==> src/asf_pkg.sv <==
// ****************************************************************
// shared constants for the scan select and result format block
// ****************************************************************
package asf_pkg;
    // register byte offsets
    localparam logic [3:0] OFF_CTRL = 4'h0;
    localparam logic [3:0] OFF_MASK = 4'h4;
    localparam logic [3:0] OFF_STAT = 4'h8;
    localparam logic [3:0] OFF_RSLT = 4'hC;
    // control field positions
    localparam int FRACTIONAL_OUTPUT_SELECT_BIT = 23;
    localparam int RES_LSB = 21;
    localparam int RES_MSB = 22;
    // reset values
    localparam logic FRACTIONAL_OUTPUT_SELECT_RST = 1'b0;
    localparam logic [1:0] RES_RST = 2'h3;
    localparam logic [31:0] MASK_RST = 32'h0000_0000;
    // resolution codes
    localparam logic [1:0] RES_12 = 2'h3;
    localparam logic [1:0] RES_10 = 2'h2;
    localparam logic [1:0] RES_8 = 2'h1;
    localparam logic [1:0] RES_6 = 2'h0;
    // inputs present on each package
    localparam logic [31:0] AVAIL_FULL = 32'hFFFF_FFFF;
    localparam logic [31:0] AVAIL_SMALL = 32'h0007_FFFF;
    // status field positions
    localparam int STAT_BUSY_BIT = 8;
    localparam int STAT_IDX_LSB = 0;
endpackage : asf_pkg

==> src/asf_fmt_if.sv <==
`timescale 1ns/1ps
`default_nettype none
// ****************************************************************
// carrier between the scanner and the result formatter
// ****************************************************************
interface asf_fmt_if;
    logic [11:0] raw;
    logic [1:0] res;
    logic fractional_output_select;
    logic [15:0] word;
    modport scan (output raw, output res, output fractional_output_select, input word);
    modport fmt (input raw, input res, input fractional_output_select, output word);
endinterface : asf_fmt_if
`default_nettype wire

==> src/asf_result_fmt.sv <==
`timescale 1ns/1ps
`default_nettype none
// ****************************************************************
// result formatter
// ****************************************************************
module asf_result_fmt (
    // formatter side of the carrier
    asf_fmt_if.fmt f
);
    // keep-mask for the 12-bit word at a given resolution
    function automatic logic [11:0] asf_keep(input logic [1:0] res);
        case (res)
            asf_pkg::RES_12: asf_keep = 12'hFFF;
            asf_pkg::RES_10: asf_keep = 12'hFFC;
            asf_pkg::RES_8: asf_keep = 12'hFF0;
            default: asf_keep = 12'hFC0;
        endcase
    endfunction : asf_keep

    // never shift on a resolution change; only clear unused low bits
    wire logic [11:0] kept;
    assign kept = f.raw & asf_keep(f.res);
    // fractional left-justifies in 16 bits, integer sits low
    assign f.word = f.fractional_output_select ? {kept, 4'h0} : {4'h0, kept};
endmodule : asf_result_fmt
`default_nettype wire

==> src/asf_top.sv <==
// Contract
// - a format control of 1 gives fractional results and 0 gives integer results.
// - the two-bit resolution code 11/10/01/00 selects 12/10/8/6 bit conversion.
// - after reset the resolution code selects 12-bit conversion.
// - lower resolutions keep the result in the upper bits of the 12-bit word with unused low bits zero.
// - a 32-bit scan mask holds one include bit per analog input, set includes and clear skips.
// - on the small package the mask bits for inputs 19 to 31 do not exist.
//
// The implementer's own choices: the plain strobed port and the register addresses.
`timescale 1ns/1ps
`default_nettype none
module asf_top #(
    parameter bit SMALL_PKG = 1'b0,
    parameter int N_IN = 32
) (
    // clock and reset
    input wire logic clk,
    input wire logic reset,
    // register port
    input wire logic [3:0] addr,
    input wire logic [31:0] wdata,
    input wire logic wr_en,
    input wire logic rd_en,
    output logic [31:0] rdata,
    // scan trigger from the trigger logic
    input wire logic scan_trigger,
    // shared converter
    output logic conv_start,
    output logic [4:0] conv_channel,
    output logic [1:0] shared_resolution_select,
    input wire logic conv_done,
    input wire logic [11:0] conv_raw,
    // formatted result
    output logic result_valid,
    output logic [4:0] result_channel,
    output logic [15:0] conversion_result_word
);
    // ************************************************************
    // register file
    // ************************************************************
    typedef enum logic [1:0] {
        ST_IDLE,
        ST_FIND,
        ST_WAIT
    } asf_state_t;

    localparam logic [31:0] AVAIL = SMALL_PKG ? asf_pkg::AVAIL_SMALL : asf_pkg::AVAIL_FULL;
    localparam logic [4:0] LAST_IDX = 5'(N_IN - 1);

    logic fractional_output_select_q;
    logic [1:0] res_q;
    logic [31:0] mask_q;
    logic [31:0] rdata_q;
    asf_state_t state_q, state_d;
    logic [4:0] idx_q, idx_d;
    logic start_q;
    logic valid_q;
    logic [4:0] rchan_q;
    logic [15:0] word_q;
    logic [1:0] scan_res_q;
    logic scan_fractional_output_select_q;

    // address decode
    wire logic hit_ctrl;
    wire logic hit_mask;
    wire logic hit_stat;
    wire logic hit_rslt;
    assign hit_ctrl = addr == asf_pkg::OFF_CTRL;
    assign hit_mask = addr == asf_pkg::OFF_MASK;
    assign hit_stat = addr == asf_pkg::OFF_STAT;
    assign hit_rslt = addr == asf_pkg::OFF_RSLT;

    // control word image
    wire logic [31:0] ctrl_img;
    assign ctrl_img = (32'(fractional_output_select_q) << asf_pkg::FRACTIONAL_OUTPUT_SELECT_BIT) | (32'(res_q) << asf_pkg::RES_LSB);

    // status image: busy flag and current input
    wire logic busy;
    wire logic [31:0] stat_img;
    assign busy = state_q != ST_IDLE;
    assign stat_img = (32'(busy) << asf_pkg::STAT_BUSY_BIT) | (32'(idx_q) << asf_pkg::STAT_IDX_LSB);

    // read mux, unmapped reads give zero
    wire logic [31:0] rd_mux;
    assign rd_mux = hit_ctrl ? ctrl_img :
                    hit_mask ? mask_q :
                    hit_stat ? stat_img :
                    hit_rslt ? {16'h0000, word_q} : 32'h0000_0000;

    // control register
    always_ff @(posedge clk) begin
        if (reset) begin
            fractional_output_select_q <= asf_pkg::FRACTIONAL_OUTPUT_SELECT_RST;
            res_q <= asf_pkg::RES_RST;
        end else if (wr_en && hit_ctrl) begin
            fractional_output_select_q <= wdata[asf_pkg::FRACTIONAL_OUTPUT_SELECT_BIT];
            res_q <= wdata[asf_pkg::RES_MSB:asf_pkg::RES_LSB];
        end
    end

    // mask register; absent bits never store, so they read zero
    always_ff @(posedge clk) begin
        if (reset) begin
            mask_q <= asf_pkg::MASK_RST;
        end else if (wr_en && hit_mask) begin
            mask_q <= wdata & AVAIL;
        end
    end

    // read data stands one cycle after the strobe only
    always_ff @(posedge clk) begin
        if (reset) begin
            rdata_q <= 32'h0000_0000;
        end else begin
            rdata_q <= rd_en ? rd_mux : 32'h0000_0000;
        end
    end
    assign rdata = rdata_q;

    // ************************************************************
    // scan sequencer
    // ************************************************************
    // triggers during a scan are dropped: overlapping scans would
    // reorder inputs and that has no defined meaning
    wire logic sel_bit;
    wire logic at_last;
    assign sel_bit = mask_q[idx_q];
    assign at_last = idx_q == LAST_IDX;

    // next-state logic
    always_comb begin
        state_d = state_q;
        idx_d = idx_q;
        case (state_q)
            ST_IDLE: begin
                if (scan_trigger) begin
                    state_d = ST_FIND;
                    idx_d = 5'h00;
                end
            end
            ST_FIND: begin
                if (sel_bit) begin
                    state_d = ST_WAIT;
                end else if (at_last) begin
                    state_d = ST_IDLE;
                end else begin
                    idx_d = idx_q + 5'h01;
                end
            end
            ST_WAIT: begin
                if (conv_done) begin
                    if (at_last) begin
                        state_d = ST_IDLE;
                    end else begin
                        state_d = ST_FIND;
                        idx_d = idx_q + 5'h01;
                    end
                end
            end
            default: begin
                state_d = ST_IDLE;
            end
        endcase
    end

    // state registers
    always_ff @(posedge clk) begin
        if (reset) begin
            state_q <= ST_IDLE;
            idx_q <= 5'h00;
        end else begin
            state_q <= state_d;
            idx_q <= idx_d;
        end
    end

    // one start pulse per included input
    always_ff @(posedge clk) begin
        if (reset) begin
            start_q <= 1'b0;
        end else begin
            start_q <= (state_q == ST_FIND) && sel_bit;
        end
    end
    assign conv_start = start_q;
    assign conv_channel = idx_q;

    // resolution and format latched per scan so a mid-scan write
    // cannot mix formats inside one scan
    always_ff @(posedge clk) begin
        if (reset) begin
            scan_res_q <= asf_pkg::RES_RST;
            scan_fractional_output_select_q <= asf_pkg::FRACTIONAL_OUTPUT_SELECT_RST;
        end else if (state_q == ST_IDLE) begin
            scan_res_q <= res_q;
            scan_fractional_output_select_q <= fractional_output_select_q;
        end
    end
    assign shared_resolution_select = scan_res_q;

    // ************************************************************
    // result formatting
    // ************************************************************
    asf_fmt_if fmt_bus ();
    assign fmt_bus.raw = conv_raw;
    assign fmt_bus.res = scan_res_q;
    assign fmt_bus.fractional_output_select = scan_fractional_output_select_q;

    asf_result_fmt u_fmt (
        .f(fmt_bus)
    );

    // capture each finished conversion
    always_ff @(posedge clk) begin
        if (reset) begin
            valid_q <= 1'b0;
            rchan_q <= 5'h00;
            word_q <= 16'h0000;
        end else begin
            valid_q <= (state_q == ST_WAIT) && conv_done;
            if ((state_q == ST_WAIT) && conv_done) begin
                rchan_q <= idx_q;
                word_q <= fmt_bus.word;
            end
        end
    end
    assign result_valid = valid_q;
    assign result_channel = rchan_q;
    assign conversion_result_word = word_q;
endmodule : asf_top
`default_nettype wire

==> config.mk <==
export PLATFORM = sky130hd
export DESIGN_NAME = asf_top
export DESIGN_NICKNAME = d
export VERILOG_FILES = /design/src/asf_pkg.sv /design/src/asf_fmt_if.sv /design/src/asf_result_fmt.sv /design/src/asf_top.sv
export SDC_FILE = /design/constraint.sdc
export NUM_CORES = 1
export LEC_CHECK = 0
export ABC_AREA = 1
export BUFFER_PORTS_ARGS = -buffer_cell sky130_fd_sc_hd__buf_2
export CAP_MARGIN = 20
export CORE_MARGIN = 1.5
export CORE_UTILIZATION = 50
export DETAILED_ROUTE_END_ITERATION = 8
export PLACE_DENSITY = 0.73
export SYNTH_ARGS = -nofsm -noshare
export SYNTH_HDL_FRONTEND = slang
export SYNTH_SLANG_ARGS = --single-unit
==> constraint.sdc <==
create_clock -name clk -period 2.6 [get_ports clk]
set_clock_uncertainty 0.05 [all_clocks]
set_input_delay 0.52 -clock clk [delete_from_list [all_inputs] [get_ports clk]]
set_output_delay 0.52 -clock clk [all_outputs]
set_load 0.05 [all_outputs]
==> results.tsv, run 1 <==
stage	metric	value	unit
logic_synthesis	synth.most_common_cell	nand2_1	
placement	dp_hpwl	7.440	mm
global_route	overflow	0	
placement	placed_area	0.004668	mm^2
sta	final.min_clock_period	2.079	ns
logic_synthesis	synth_commonest_cells	120 x nand2_1, 100 x dfxtp_1, 61 x inv_1	
placement	portBuffers	115	
die	start_util	52.16	%
die	row_count	32	
sta	rsz0062_at_grt	no	
route	drt_pass1_iterations	5	
critical_path	crit_fanout	18	
clocking	post_cts_buffers	0	
status	status	completed	
critical_path	crit_arrival	2.33	ns
critical_path	worst_path_max_delay_cell	nor2_1	
die	core_region_area	0.007767	mm^2
logic_synthesis	synth_top_cell_area_share	49.41	%
clocking	cts_buffers	9	
logic_synthesis	netlist_area	0.004051	mm^2
die	io_pins	116	
critical_path	crit_required	2.85	ns
route	drtAntennaViolNets	0	
route	num_vias	3870	
global_route	grt_pass1_vias	3548	
clocking	cts_buffer_depth	2	
clocking	post_cts_resized	0	
sta	period_share	79.97	%
route	drt_iter0_drc	218	
logic_synthesis	synth_edf_count	0	
critical_path	endpoint_kind	register	
global_route	grtUsageTotal	23.91	%
final_layout	diodes	0	
logic_synthesis	synth_area_leaders	dfxtp_1 49%, nand2_1 11%, a21oi_1 6.4%	
final_layout	fin_nets	693	
die	fp.dieArea	0.008652	mm^2
critical_path	path_common_cell	nand2_1	
route	route.detailed.drc	0	
critical_path	crit_type	reg2reg	
critical_path	crit_chain	inv_1 -> ha_1 -> nand2_1 -> nor2_1 -> nand2_1 -> nand3_1 -> nand2_1 -> inv_1	
logic_synthesis	seq_area_frac_synth	49.41	%
power	p_leak	0.002162	uW
sta	drv_slew	0	
clocking	htreeDepth	3	
placement	gp_congestion	0.8351	
route	wl	10.14	mm
final_layout	layout.cells.non_filler	740	
die	die_y	93.02	um
final_layout	drive_above_1_share	23.98	%
die	fp.dieW	93.02	um
global_route	grt_start_max_net_pins	62	
hold_path	hp-class	in2reg	
critical_path	startpoint_type	register	
route	wire_per_inst	13.70	um
logic_synthesis	ys_warn_count	0	
logic_synthesis	synth_cell_types	32	
logic_synthesis	syn-mean-instance-area	7.688	um^2
power	peakVddDrop	0.6581	mV
sta	worst_slew_pin_slew	0.6744	ns
global_route	grt_pass1_wl	16.20	mm
placement	dp.cells	724	
global_route	antenna_found_initial	0	
clocking	cts.sinks	100	
critical_path	rrSetupSlack	0.52	ns
clocking	path_clk_slew	0.09	ns
global_route	grt_use_met2	40.39	%
clocking	clockRootBuffer	clkbuf_8	
final_layout	final_cell_area	0.004883	mm^2
sta	slew_headroom	54.87	%
critical_path	cp_num_buf_inv	2	
power	powerDensity	795.1	mW/mm^2
sta	finalSetupTns	0	ns
final_layout	num-fill-cells	714	
route	vias_per_cell	5.230	
global_route	grt-busiest-layer	met2	
final_layout	syn2layout_area_growth	20.54	%
logic_synthesis	synth_flop_cell	dfxtp_1	
logic_synthesis	yosysTopAreaCell	dfxtp_1	
job	cap_violations	0	
global_route	grtUsageMet1	30.96	%
sta	hold_violations	0	
clocking	cts_tree	built	
critical_path	crit_family	simple AND/OR/NAND/NOR gates	
sta	max_freq	0.4810	GHz
sta	finalSetupViolCount	0	
logic_synthesis	syn_nets	587	
clocking	ctsHoldBuffers	0	
logic_synthesis	synthCells	527	
final_layout	utilization	62.87	%
global_route	met3_usage	4.065	%
clocking	clk_latency	0.36	ns
logic_synthesis	synth_seq_cells	100	
logic_synthesis	ys_async_sr_fraction	0	%
critical_path	slowest_delay	0.66	ns
==> worst min-delay path: cells and delay by family <==
family                 cells  cell delay, ns
AND/OR/NAND/NOR            2            0.10
buffers and inverters      1            0.10
==> layout by cell type, fill, tap and decap left out, drive strengths merged <==
master  Yosys  layout
a211oi      7       7
a21oi      52      52
a221oi      7       7
a31oi       4       4
and3        2       2
buf        11     122
bufinv      0       2
clkbuf     16      10
clkinv      0       3
dfxtp     100     100
ha          6       6
inv        64      65
nand2     121     121
nand3      44      44
nand4       2       2
nor2       34      34
nor3        2       2
o211ai      1       1
o21a        1       1
o21ai      38      38
o22ai      10      10
o31ai       1       1
or2         4       4
==> state kept, by name (all words and copies together), names as in the netlist <==
signal	flops
res_q	2
conversion_result_word	16
result_valid	1
shared_resolution_select	2
rdata	32
conv_channel	5
mask_q	32
state_q	2
fmt_bus.fractional_output_select	1
result_channel	5
fractional_output_select_q	1
conv_start	1
==> per-layer routing <==
metal / vias to the layer above / part of all wire (%)
li1: 1933 / -
met1: 1776 / 42
met2: 143 / 50
met3: 18 / 6.7
met4: 0 / 1.4
met5: - / 0
==> worst paths after layout <==
| path | startpoint | to | depth (start not counted) |
|---|---|---|---|
| worst max-delay path | state_q[0] | conversion_result_word[8] | 8 |
| worst min-delay path | wdata[21] | res_q[0] | 3 |
| worst max register to register | state_q[0] | conversion_result_word[8] | 8 |
| worst min register to register | mask_q[31] | rdata[31] | 2 |
==> power breakdown <==
group	switching, uW	total (uW)	internal (uW)	leakage [uW]
Sequential	135	1750	1620	0.000809
Clock	521	1070	545	0.000111
Combinational	750	1070	316	0.00124
Total	1410	3880	2480	0.00216
==> cells by family (layout without fill, tap and decap cells) <==
group,Yosys count,after routing,synth area share [%]
AND/OR/NAND/NOR,209,209,22.55
AO/OA/AOI/OAI,121,121,16.77
flip-flops,100,100,49.41
buffers and inverters,91,202,9.419
adder cells (fa/ha/maj),6,6,1.853
==> final cells by class <==
class	count	area, um^2	share of cell area (%)
flip-flops and latches	100	2002	40.99
multi-input cells	336	1668	34.15
repair buffers	122	628.1	12.86
inverters	64	242.7	4.971
clock buffers	10	127.6	2.613
well taps	102	127.6	2.613
clock inverters	6	87.58	1.793
==> stage by stage <==
stage | worst slack, ns | hold slack (ns) | total power [uW]
after global placement | 0.5926 | 0.3937 | 2819
final | 0.5208 | 0.3561 | 3883
after floorplan | 0.6850 | 0.3805 | 2586
after detailed placement | 0.5522 | 0.3958 | 2836
after CTS | 0.5620 | 0.3397 | 3896
after global routing | 0.2938 | 0.3510 | 4094
(Power assumes the default switching activity.)
==> inputs of run 2 (changes only) <==
--- a/config.mk
+++ b/config.mk
@@ -5,7 +5,7 @@
 export SDC_FILE = /design/constraint.sdc
 export NUM_CORES = 1
 export LEC_CHECK = 0
-export ABC_AREA = 1
+export ABC_AREA = 0
 export BUFFER_PORTS_ARGS = -buffer_cell sky130_fd_sc_hd__buf_2
 export CAP_MARGIN = 20
 export CORE_MARGIN = 1.5
==> constraint.sdc (replaced) <==
create_clock -name clk -period 2.1 [get_ports clk]
set_clock_uncertainty 0.05 [all_clocks]
set_input_delay 0.42 -clock clk [delete_from_list [all_inputs] [get_ports clk]]
set_output_delay 0.42 -clock clk [all_outputs]
set_load 0.05 [all_outputs]
==> run 2 against run 1 <==
Against the previous run:
- clock-buffer cell count is 1 lower
- setup slack worse by 0.32 ns
- global-route usage grew 1.6 points
- largest cell class unchanged
- design area grew 2.4%
- clock power increased by 19%
- final cell count fell by 6.4%
- sequential power rose by 13%
- maximum frequency rose by 9.3%
==> results.tsv, run 2 <==
stage	metric	value	unit	change
status	status	completed		unchanged
global_route	grtUsageTotal	25.49	%	was 23.91%
clocking	cts_buffer_depth	2		unchanged
route	wire_per_inst	15.71	um	was 13.70 um
sta	drv_slew	0		unchanged
placement	dp.cells	677		was 724
logic_synthesis	seq_area_frac_synth	48.84	%	was 49.41%
logic_synthesis	yosysTopAreaCell	dfxtp_1		unchanged
critical_path	crit_chain	buf_4 -> mux2i_1 -> a22oi_1 -> o211ai_1 -> o21ai_2 -> o21ai_2 -> nand3_1 -> a32o_1		was inv_1 -> ha_1 -> nand2_1 -> nor2_1 -> nand2_1 -> nand3_1 -> nand2_1 -> inv_1
critical_path	startpoint_type	register		unchanged
logic_synthesis	synthCells	474		was 527
critical_path	slowest_delay	0.46	ns	was 0.66 ns
power	p_leak	0.002149	uW	was 0.002162 uW
critical_path	worst_path_max_delay_cell	dfxtp_4		was nor2_1
critical_path	crit_type	reg2reg		unchanged
route	drtAntennaViolNets	0		unchanged
die	start_util	52.23	%	was 52.16%
final_layout	fin_nets	646		was 693
critical_path	endpoint_kind	register		unchanged
clocking	clk_latency	0.37	ns	was 0.36 ns
sta	period_share	90.59	%	was 79.97%
logic_synthesis	synth_commonest_cells	101 x nand2_1, 100 x dfxtp_1, 54 x a21oi_1		was 120 x nand2_1, 100 x dfxtp_1, 61 x inv_1
die	io_pins	116		unchanged
sta	finalSetupViolCount	0		unchanged
sta	fin_ws	0.1976	ns	was 0.5208 ns
logic_synthesis	ys_warn_count	0		unchanged
die	die_y	93.54	um	was 93.02 um
final_layout	final_cell_mix	115 x buf_2, 101 x nand2_1, 99 x dfxtp_1, 54 x a21oi_1, 38 x nor2_1		was 120 x nand2_1, 115 x buf_2, 100 x dfxtp_1, 61 x inv_1, 52 x a21oi_1
sta	finalSetupTns	0	ns	unchanged
logic_synthesis	synth_edf_count	0		unchanged
critical_path	crit_required	2.32	ns	was 2.85 ns
final_layout	layout.cells.non_filler	693		was 740
logic_synthesis	syn-mean-instance-area	8.648	um^2	was 7.688 um^2
global_route	overflow	0		unchanged
power	peakVddDrop	0.3834	mV	was 0.6581 mV
sta	max_freq	0.5257	GHz	was 0.4810 GHz
route	wl	10.89	mm	was 10.14 mm
power	powerDensity	761.5	mW/mm^2	was 795.1 mW/mm^2
die	row_count	32		unchanged
final_layout	utilization	63.71	%	was 62.87%
placement	post-place-ws	0.1184	ns	was 0.5522 ns
final_layout	final_common_cell	buf_2		was nand2_1
sta	rsz0062_at_grt	no		unchanged
logic_synthesis	netlist_area	0.004099	mm^2	was 0.004051 mm^2
global_route	grt_pass1_vias	3467		was 3,548
clocking	post_cts_buffers	0		unchanged
logic_synthesis	synth_seq_cells	100		unchanged
clocking	htreeDepth	3		unchanged
final_layout	syn2layout_area_growth	21.98	%	was 20.54%
final_layout	diodes	0		unchanged
logic_synthesis	synth_cell_types	50		was 32
route	route.detailed.drc	0		unchanged
global_route	grt_pass1_wl	17.29	mm	was 16.20 mm
clocking	clockRootBuffer	clkbuf_8		unchanged
job	cap_violations	0		unchanged
die	fp.dieW	93.54	um	was 93.02 um
power	finalPower	3807	uW	was 3883 uW
final_layout	drive_above_1_share	27.92	%	was 23.98%
critical_path	path_common_cell	o21ai_2		was nand2_1
die	fp.dieArea	0.008750	mm^2	was 0.008652 mm^2
logic_synthesis	synth_flop_cell	dfxtp_1		unchanged
logic_synthesis	ys_async_sr_fraction	0	%	unchanged
clocking	path_clk_slew	0.10	ns	was 0.09 ns
hold_path	hp-class	in2reg		unchanged
critical_path	crit_arrival	2.12	ns	was 2.33 ns
logic_synthesis	synth_top_cell_area_share	48.84	%	was 49.41%
die	core_region_area	0.007848	mm^2	was 0.007767 mm^2
placement	portBuffers	115		unchanged
route	drt_iter0_drc	224		was 218
critical_path	crit_family	compound AO/OA/AOI/OAI gates		was simple AND/OR/NAND/NOR gates
logic_synthesis	syn_nets	534		was 587
global_route	grt_start_max_net_pins	65		was 62
clocking	ctsHoldBuffers	0		unchanged
placement	dp_hpwl	8.042	mm	was 7.440 mm
critical_path	cp_num_buf_inv	1		was 2
logic_synthesis	synth.most_common_cell	nand2_1		unchanged
sta	hold_violations	0		unchanged
route	num_vias	3679		was 3,870
sta	final.min_clock_period	1.902	ns	was 2.079 ns
placement	gp_congestion	0.8452		was 0.8351
sta	worst_slew_pin_slew	0.7148	ns	was 0.6744 ns
route	drt_pass1_iterations	4		was 5
sta	slew_headroom	52.28	%	was 54.87%
clocking	cts_buffers	9		unchanged
critical_path	crit_fanout	13		was 18
clocking	cts.sinks	100		unchanged
logic_synthesis	synth_area_leaders	dfxtp_1 49%, nand2_1 9.2%, a21oi_1 6.6%		was dfxtp_1 49%, nand2_1 11%, a21oi_1 6.4%
route	vias_per_cell	5.309		was 5.230
clocking	cts_tree	built		unchanged
global_route	antenna_found_initial	0		unchanged
[run 2: cell types whose count changed after synthesis, moves of 9 or more]
cell     previous run  this run
inv_1              61         6
o21ai_0            38         4
nand3_1            41        11
nand2_1           120       101
mux2i_1             0        18
and2_1              0        15
a22o_1              0        10
a22oi_1             0        10
o22ai_1            10         1
[run 2: what timing repair did]
action	CTS	global route
setup endpoints to repair	0	1
resized for setup	0	1
hold endpoints to repair	0	0
[run 2: area by class of cell]
class / count / area, um^2
sequential: 100 / 2006
inverter: 7 / 27.53
tap: 102 / 127.6
fill: 736 / 2848
timing repair buffer: 133 / 735.7
clock inverter: 7 / 83.83
multi-input combinational: 335 / 1896
clock buffer: 9 / 123.9
[run 2: metal layers]
layer	wire length, um	vias to the layer above	track usage, %
li1	-	1858	-
met1	4879	1690	34.22
met2	5080	113	40.58
met3	699	18	4.390
met4	228	0	10.45
met5	0	-	0
[run 2: through the flow]
| step | hold slack [ns] | cell area (um^2) |
|---|---|---|
| after floorplan | 0.3941 | 4100 |
| after global placement | 0.3937 | 4790 |
| after detailed placement | 0.3941 | 4790 |
| after CTS | 0.2184 | 4997 |
| after global routing | 0.2171 | 5000 |
| final | 0.2240 | 5000 |
[run 2: cells by family after synthesis]
group / Yosys count / synth area share, %
simple gates: 204 / 22.89
flops: 100 / 48.84
mux: 22 / 5.586
compound gates: 103 / 15.93
fa+ha+maj: 6 / 1.831
buf+inv: 39 / 4.914
[run 2: final timing paths]
| check | from | to | slack (ns) | cells after the start |
|---|---|---|---|---|
| worst max-delay path | conv_channel[1] | conv_channel[2] | 0.20 | 8 |
| worst min-delay path | wdata[24] | mask_q[24] | 0.22 | 3 |
| worst max register to register | conv_channel[1] | conv_channel[2] | 0.20 | 8 |
| worst min register to register | result_channel[0] | result_channel[0] | 0.41 | 2 |
[run 2: power by group]
| group | internal [uW] | switching, uW | total [uW] |
|---|---|---|---|
| Sequential | 1930 | 44.1 | 1970 |
| Clock | 569 | 700 | 1270 |
| Combinational | 221 | 342 | 563 |
| Total | 2720 | 1090 | 3810 |
[run 2: worst min-delay path, delay by kind of cell]
kind / cells / cell delay (ns)
buf+inv: 1 / 0.09
simple gates: 1 / 0.04
compound gates: 1 / 0.05
==> inputs of run 3 (changes only) <==
==> constraint.sdc (replaced) <==
create_clock -name clk -period 2.4 [get_ports clk]
set_clock_uncertainty 0.05 [all_clocks]
set_input_delay 0.48 -clock clk [delete_from_list [all_inputs] [get_ports clk]]
set_output_delay 0.48 -clock clk [all_outputs]
set_load 0.05 [all_outputs]
==> run 3 against run 2 <==
Against the previous run:
- routed wire length down 3.0%
- clock-buffer cell count is the same
- flip-flop and latch count stayed put
- setup slack improved by 0.090 ns
- power is 11% lower
- worst hold slack better by 0.070 ns
- combinational power is 19% lower
- final cell count decreased by 1.3%
- sequential share of layout area up 0.48 points
- maximum frequency decreased by 9.9%
==> results.tsv, run 3 (synthesized netlist as in run 2, its figures left out) <==
stage	metric	value	unit	change
status	status	completed		unchanged
die	fp.dieW	93.54	um	unchanged
critical_path	crit_required	2.61	ns	was 2.32 ns
route	num_vias	3717		was 3,679
sta	hold_ws	0.2942	ns	was 0.2240 ns
sta	rsz0062_at_grt	no		unchanged
power	power.share.switching	27.14	%	was 28.53%
final_layout	diodes	0		unchanged
power	p_leak	0.002113	uW	was 0.002149 uW
global_route	grtUsageTotal	24.18	%	was 25.49%
clocking	cts.sinks	100		unchanged
power	switchingPower	915.3	uW	was 1086 uW
global_route	overflow	0		unchanged
final_layout	utilization	62.83	%	was 63.71%
route	vias_per_cell	5.434		was 5.309
global_route	grt_pass1_vias	3368		was 3,467
placement	dp_hpwl	7.624	mm	was 8.042 mm
final_layout	syn2layout_area_growth	20.30	%	was 21.98%
power	pwr-share-seq	51.4	%	was 51.9%
placement	post-place-ws	0.3388	ns	was 0.1184 ns
clocking	post_cts_buffers	0		unchanged
placement	gp_congestion	0.9266		was 0.8452
clocking	post_cts_resized	0		unchanged
critical_path	crit_fanout	17		was 13
clocking	path_clk_slew	0.10	ns	about the same
sta	hold_violations	0		unchanged
route	drtAntennaViolNets	0		unchanged
global_route	grt_pass1_wl	16.47	mm	was 17.29 mm
final_layout	drive_above_1_share	26.63	%	was 27.92%
sta	period_share	88.02	%	was 90.59%
sta	drv_slew	0		unchanged
sta	fin_ws	0.2875	ns	was 0.1976 ns
sta	max_freq	0.4734	GHz	was 0.5257 GHz
route	drt_pass1_iterations	5		was 4
clocking	ctsHoldBuffers	0		unchanged
job	cap_violations	0		unchanged
global_route	antenna_found_initial	0		unchanged
die	start_util	52.23	%	unchanged
power	peakVddDrop	0.3590	mV	was 0.3834 mV
die	die_y	93.54	um	unchanged
critical_path	startpoint_type	register		unchanged
route	route.detailed.drc	0		unchanged
sta	finalSetupTns	0	ns	unchanged
power	powerDensity	683.9	mW/mm^2	was 761.5 mW/mm^2
route	wire_per_inst	15.43	um	was 15.71 um
clocking	cts_buffer_depth	2		unchanged
clocking	cts_buffers	9		unchanged
sta	final.min_clock_period	2.113	ns	was 1.902 ns
route	drt_iter0_drc	214		was 224
die	io_pins	116		unchanged
global_route	grt_start_max_net_pins	65		unchanged
final_layout	fin_nets	637		was 646
power	finalPower	3372	uW	was 3807 uW
final_layout	final_common_cell	buf_2		unchanged
clocking	clockRootBuffer	clkbuf_8		unchanged
final_layout	final_cell_mix	115 x buf_2, 101 x nand2_1, 100 x dfxtp_1, 54 x a21oi_1, 38 x nor2_1		was 115 x buf_2, 101 x nand2_1, 99 x dfxtp_1, 54 x a21oi_1, 38 x nor2_1
power	comb_power_share	13.5	%	was 14.8%
die	fp.dieArea	0.008750	mm^2	unchanged
placement	portBuffers	115		unchanged
critical_path	crit_arrival	2.32	ns	was 2.12 ns
sta	finalSetupViolCount	0		unchanged
die	row_count	32		unchanged
die	core_region_area	0.007848	mm^2	unchanged
hold_path	hp-class	in2reg		unchanged
clocking	cts_tree	built		unchanged
power	clkPwrFrac	35.1	%	was 33.3%
critical_path	crit_type	reg2reg		unchanged
route	wl	10.56	mm	was 10.89 mm
clocking	clk_latency	0.36	ns	was 0.37 ns
sta	worst_slew_pin_slew	0.7078	ns	was 0.7148 ns
critical_path	endpoint_kind	register		unchanged
power	p_int	2457	uW	was 2721 uW
sta	slew_headroom	52.75	%	was 52.28%
clocking	htreeDepth	3		unchanged
[run 3: cell count changes in the layout (fill, tap and decap cells not counted), sizes merged]
cell	previous run	this run
buf	133	124
bufinv	1	2
clkinvlp	1	0
[run 3: per-stage QoR]
stage	area, um^2	std cells
after floorplan	4099	474
after global placement	4708	668
after detailed placement	4708	668
after CTS	4931	684
after global routing	4931	684
final	4931	684
[run 3: final cells by class]
type | instances | area [um^2]
Fill cell | 712 | 2917
Tap cell | 102 | 127.6
Timing Repair Buffer | 124 | 655.6
Clock inverter | 7 | 98.84
Sequential cell | 100 | 2002
Multi-Input combinational cell | 335 | 1896
Inverter | 7 | 27.53
Clock buffer | 9 | 123.9
[run 3: power by group through the flow]
stage | clock (uW) | sequential [uW] | combinational, uW
5_1_grt | 1260 | 1740 | 501
4_1_cts | 1200 | 1730 | 450
3_3_place_gp | 0 | 1770 | 443
2_1_floorplan | 0 | 1800 | 298
3_5_place_dp | 0 | 1770 | 448
6_report | 1180 | 1730 | 456
[run 3: final timing paths]
check                    startpoint           endpoint  slack, ns  depth (start not counted)
setup / recovery    conv_channel[1]    conv_channel[2]       0.29                          8
hold / removal            wdata[25]         mask_q[25]       0.29                          3
setup reg to reg    conv_channel[1]    conv_channel[2]       0.29                          8
hold reg to reg   result_channel[4]  result_channel[4]       0.41                          2
[run 3: critical path: stages, from the launching register on]
cell and delay [ns]:
dfxtp_1 0.48, buf_12 0.21, mux2_2 0.34, a2bb2oi_1 0.14
nand3_2 0.09, nand2_2 0.08, o21ai_2 0.24, nand3_1 0.11
a32o_1 0.28
[run 3: metal layers]
layer	routed length [um]	up-vias	GRT usage, %
li1	-	1836	-
met1	4658	1740	33.23
met2	5147	131	38.53
met3	637	10	4.715
met4	113	0	6.965
met5	0	-	0
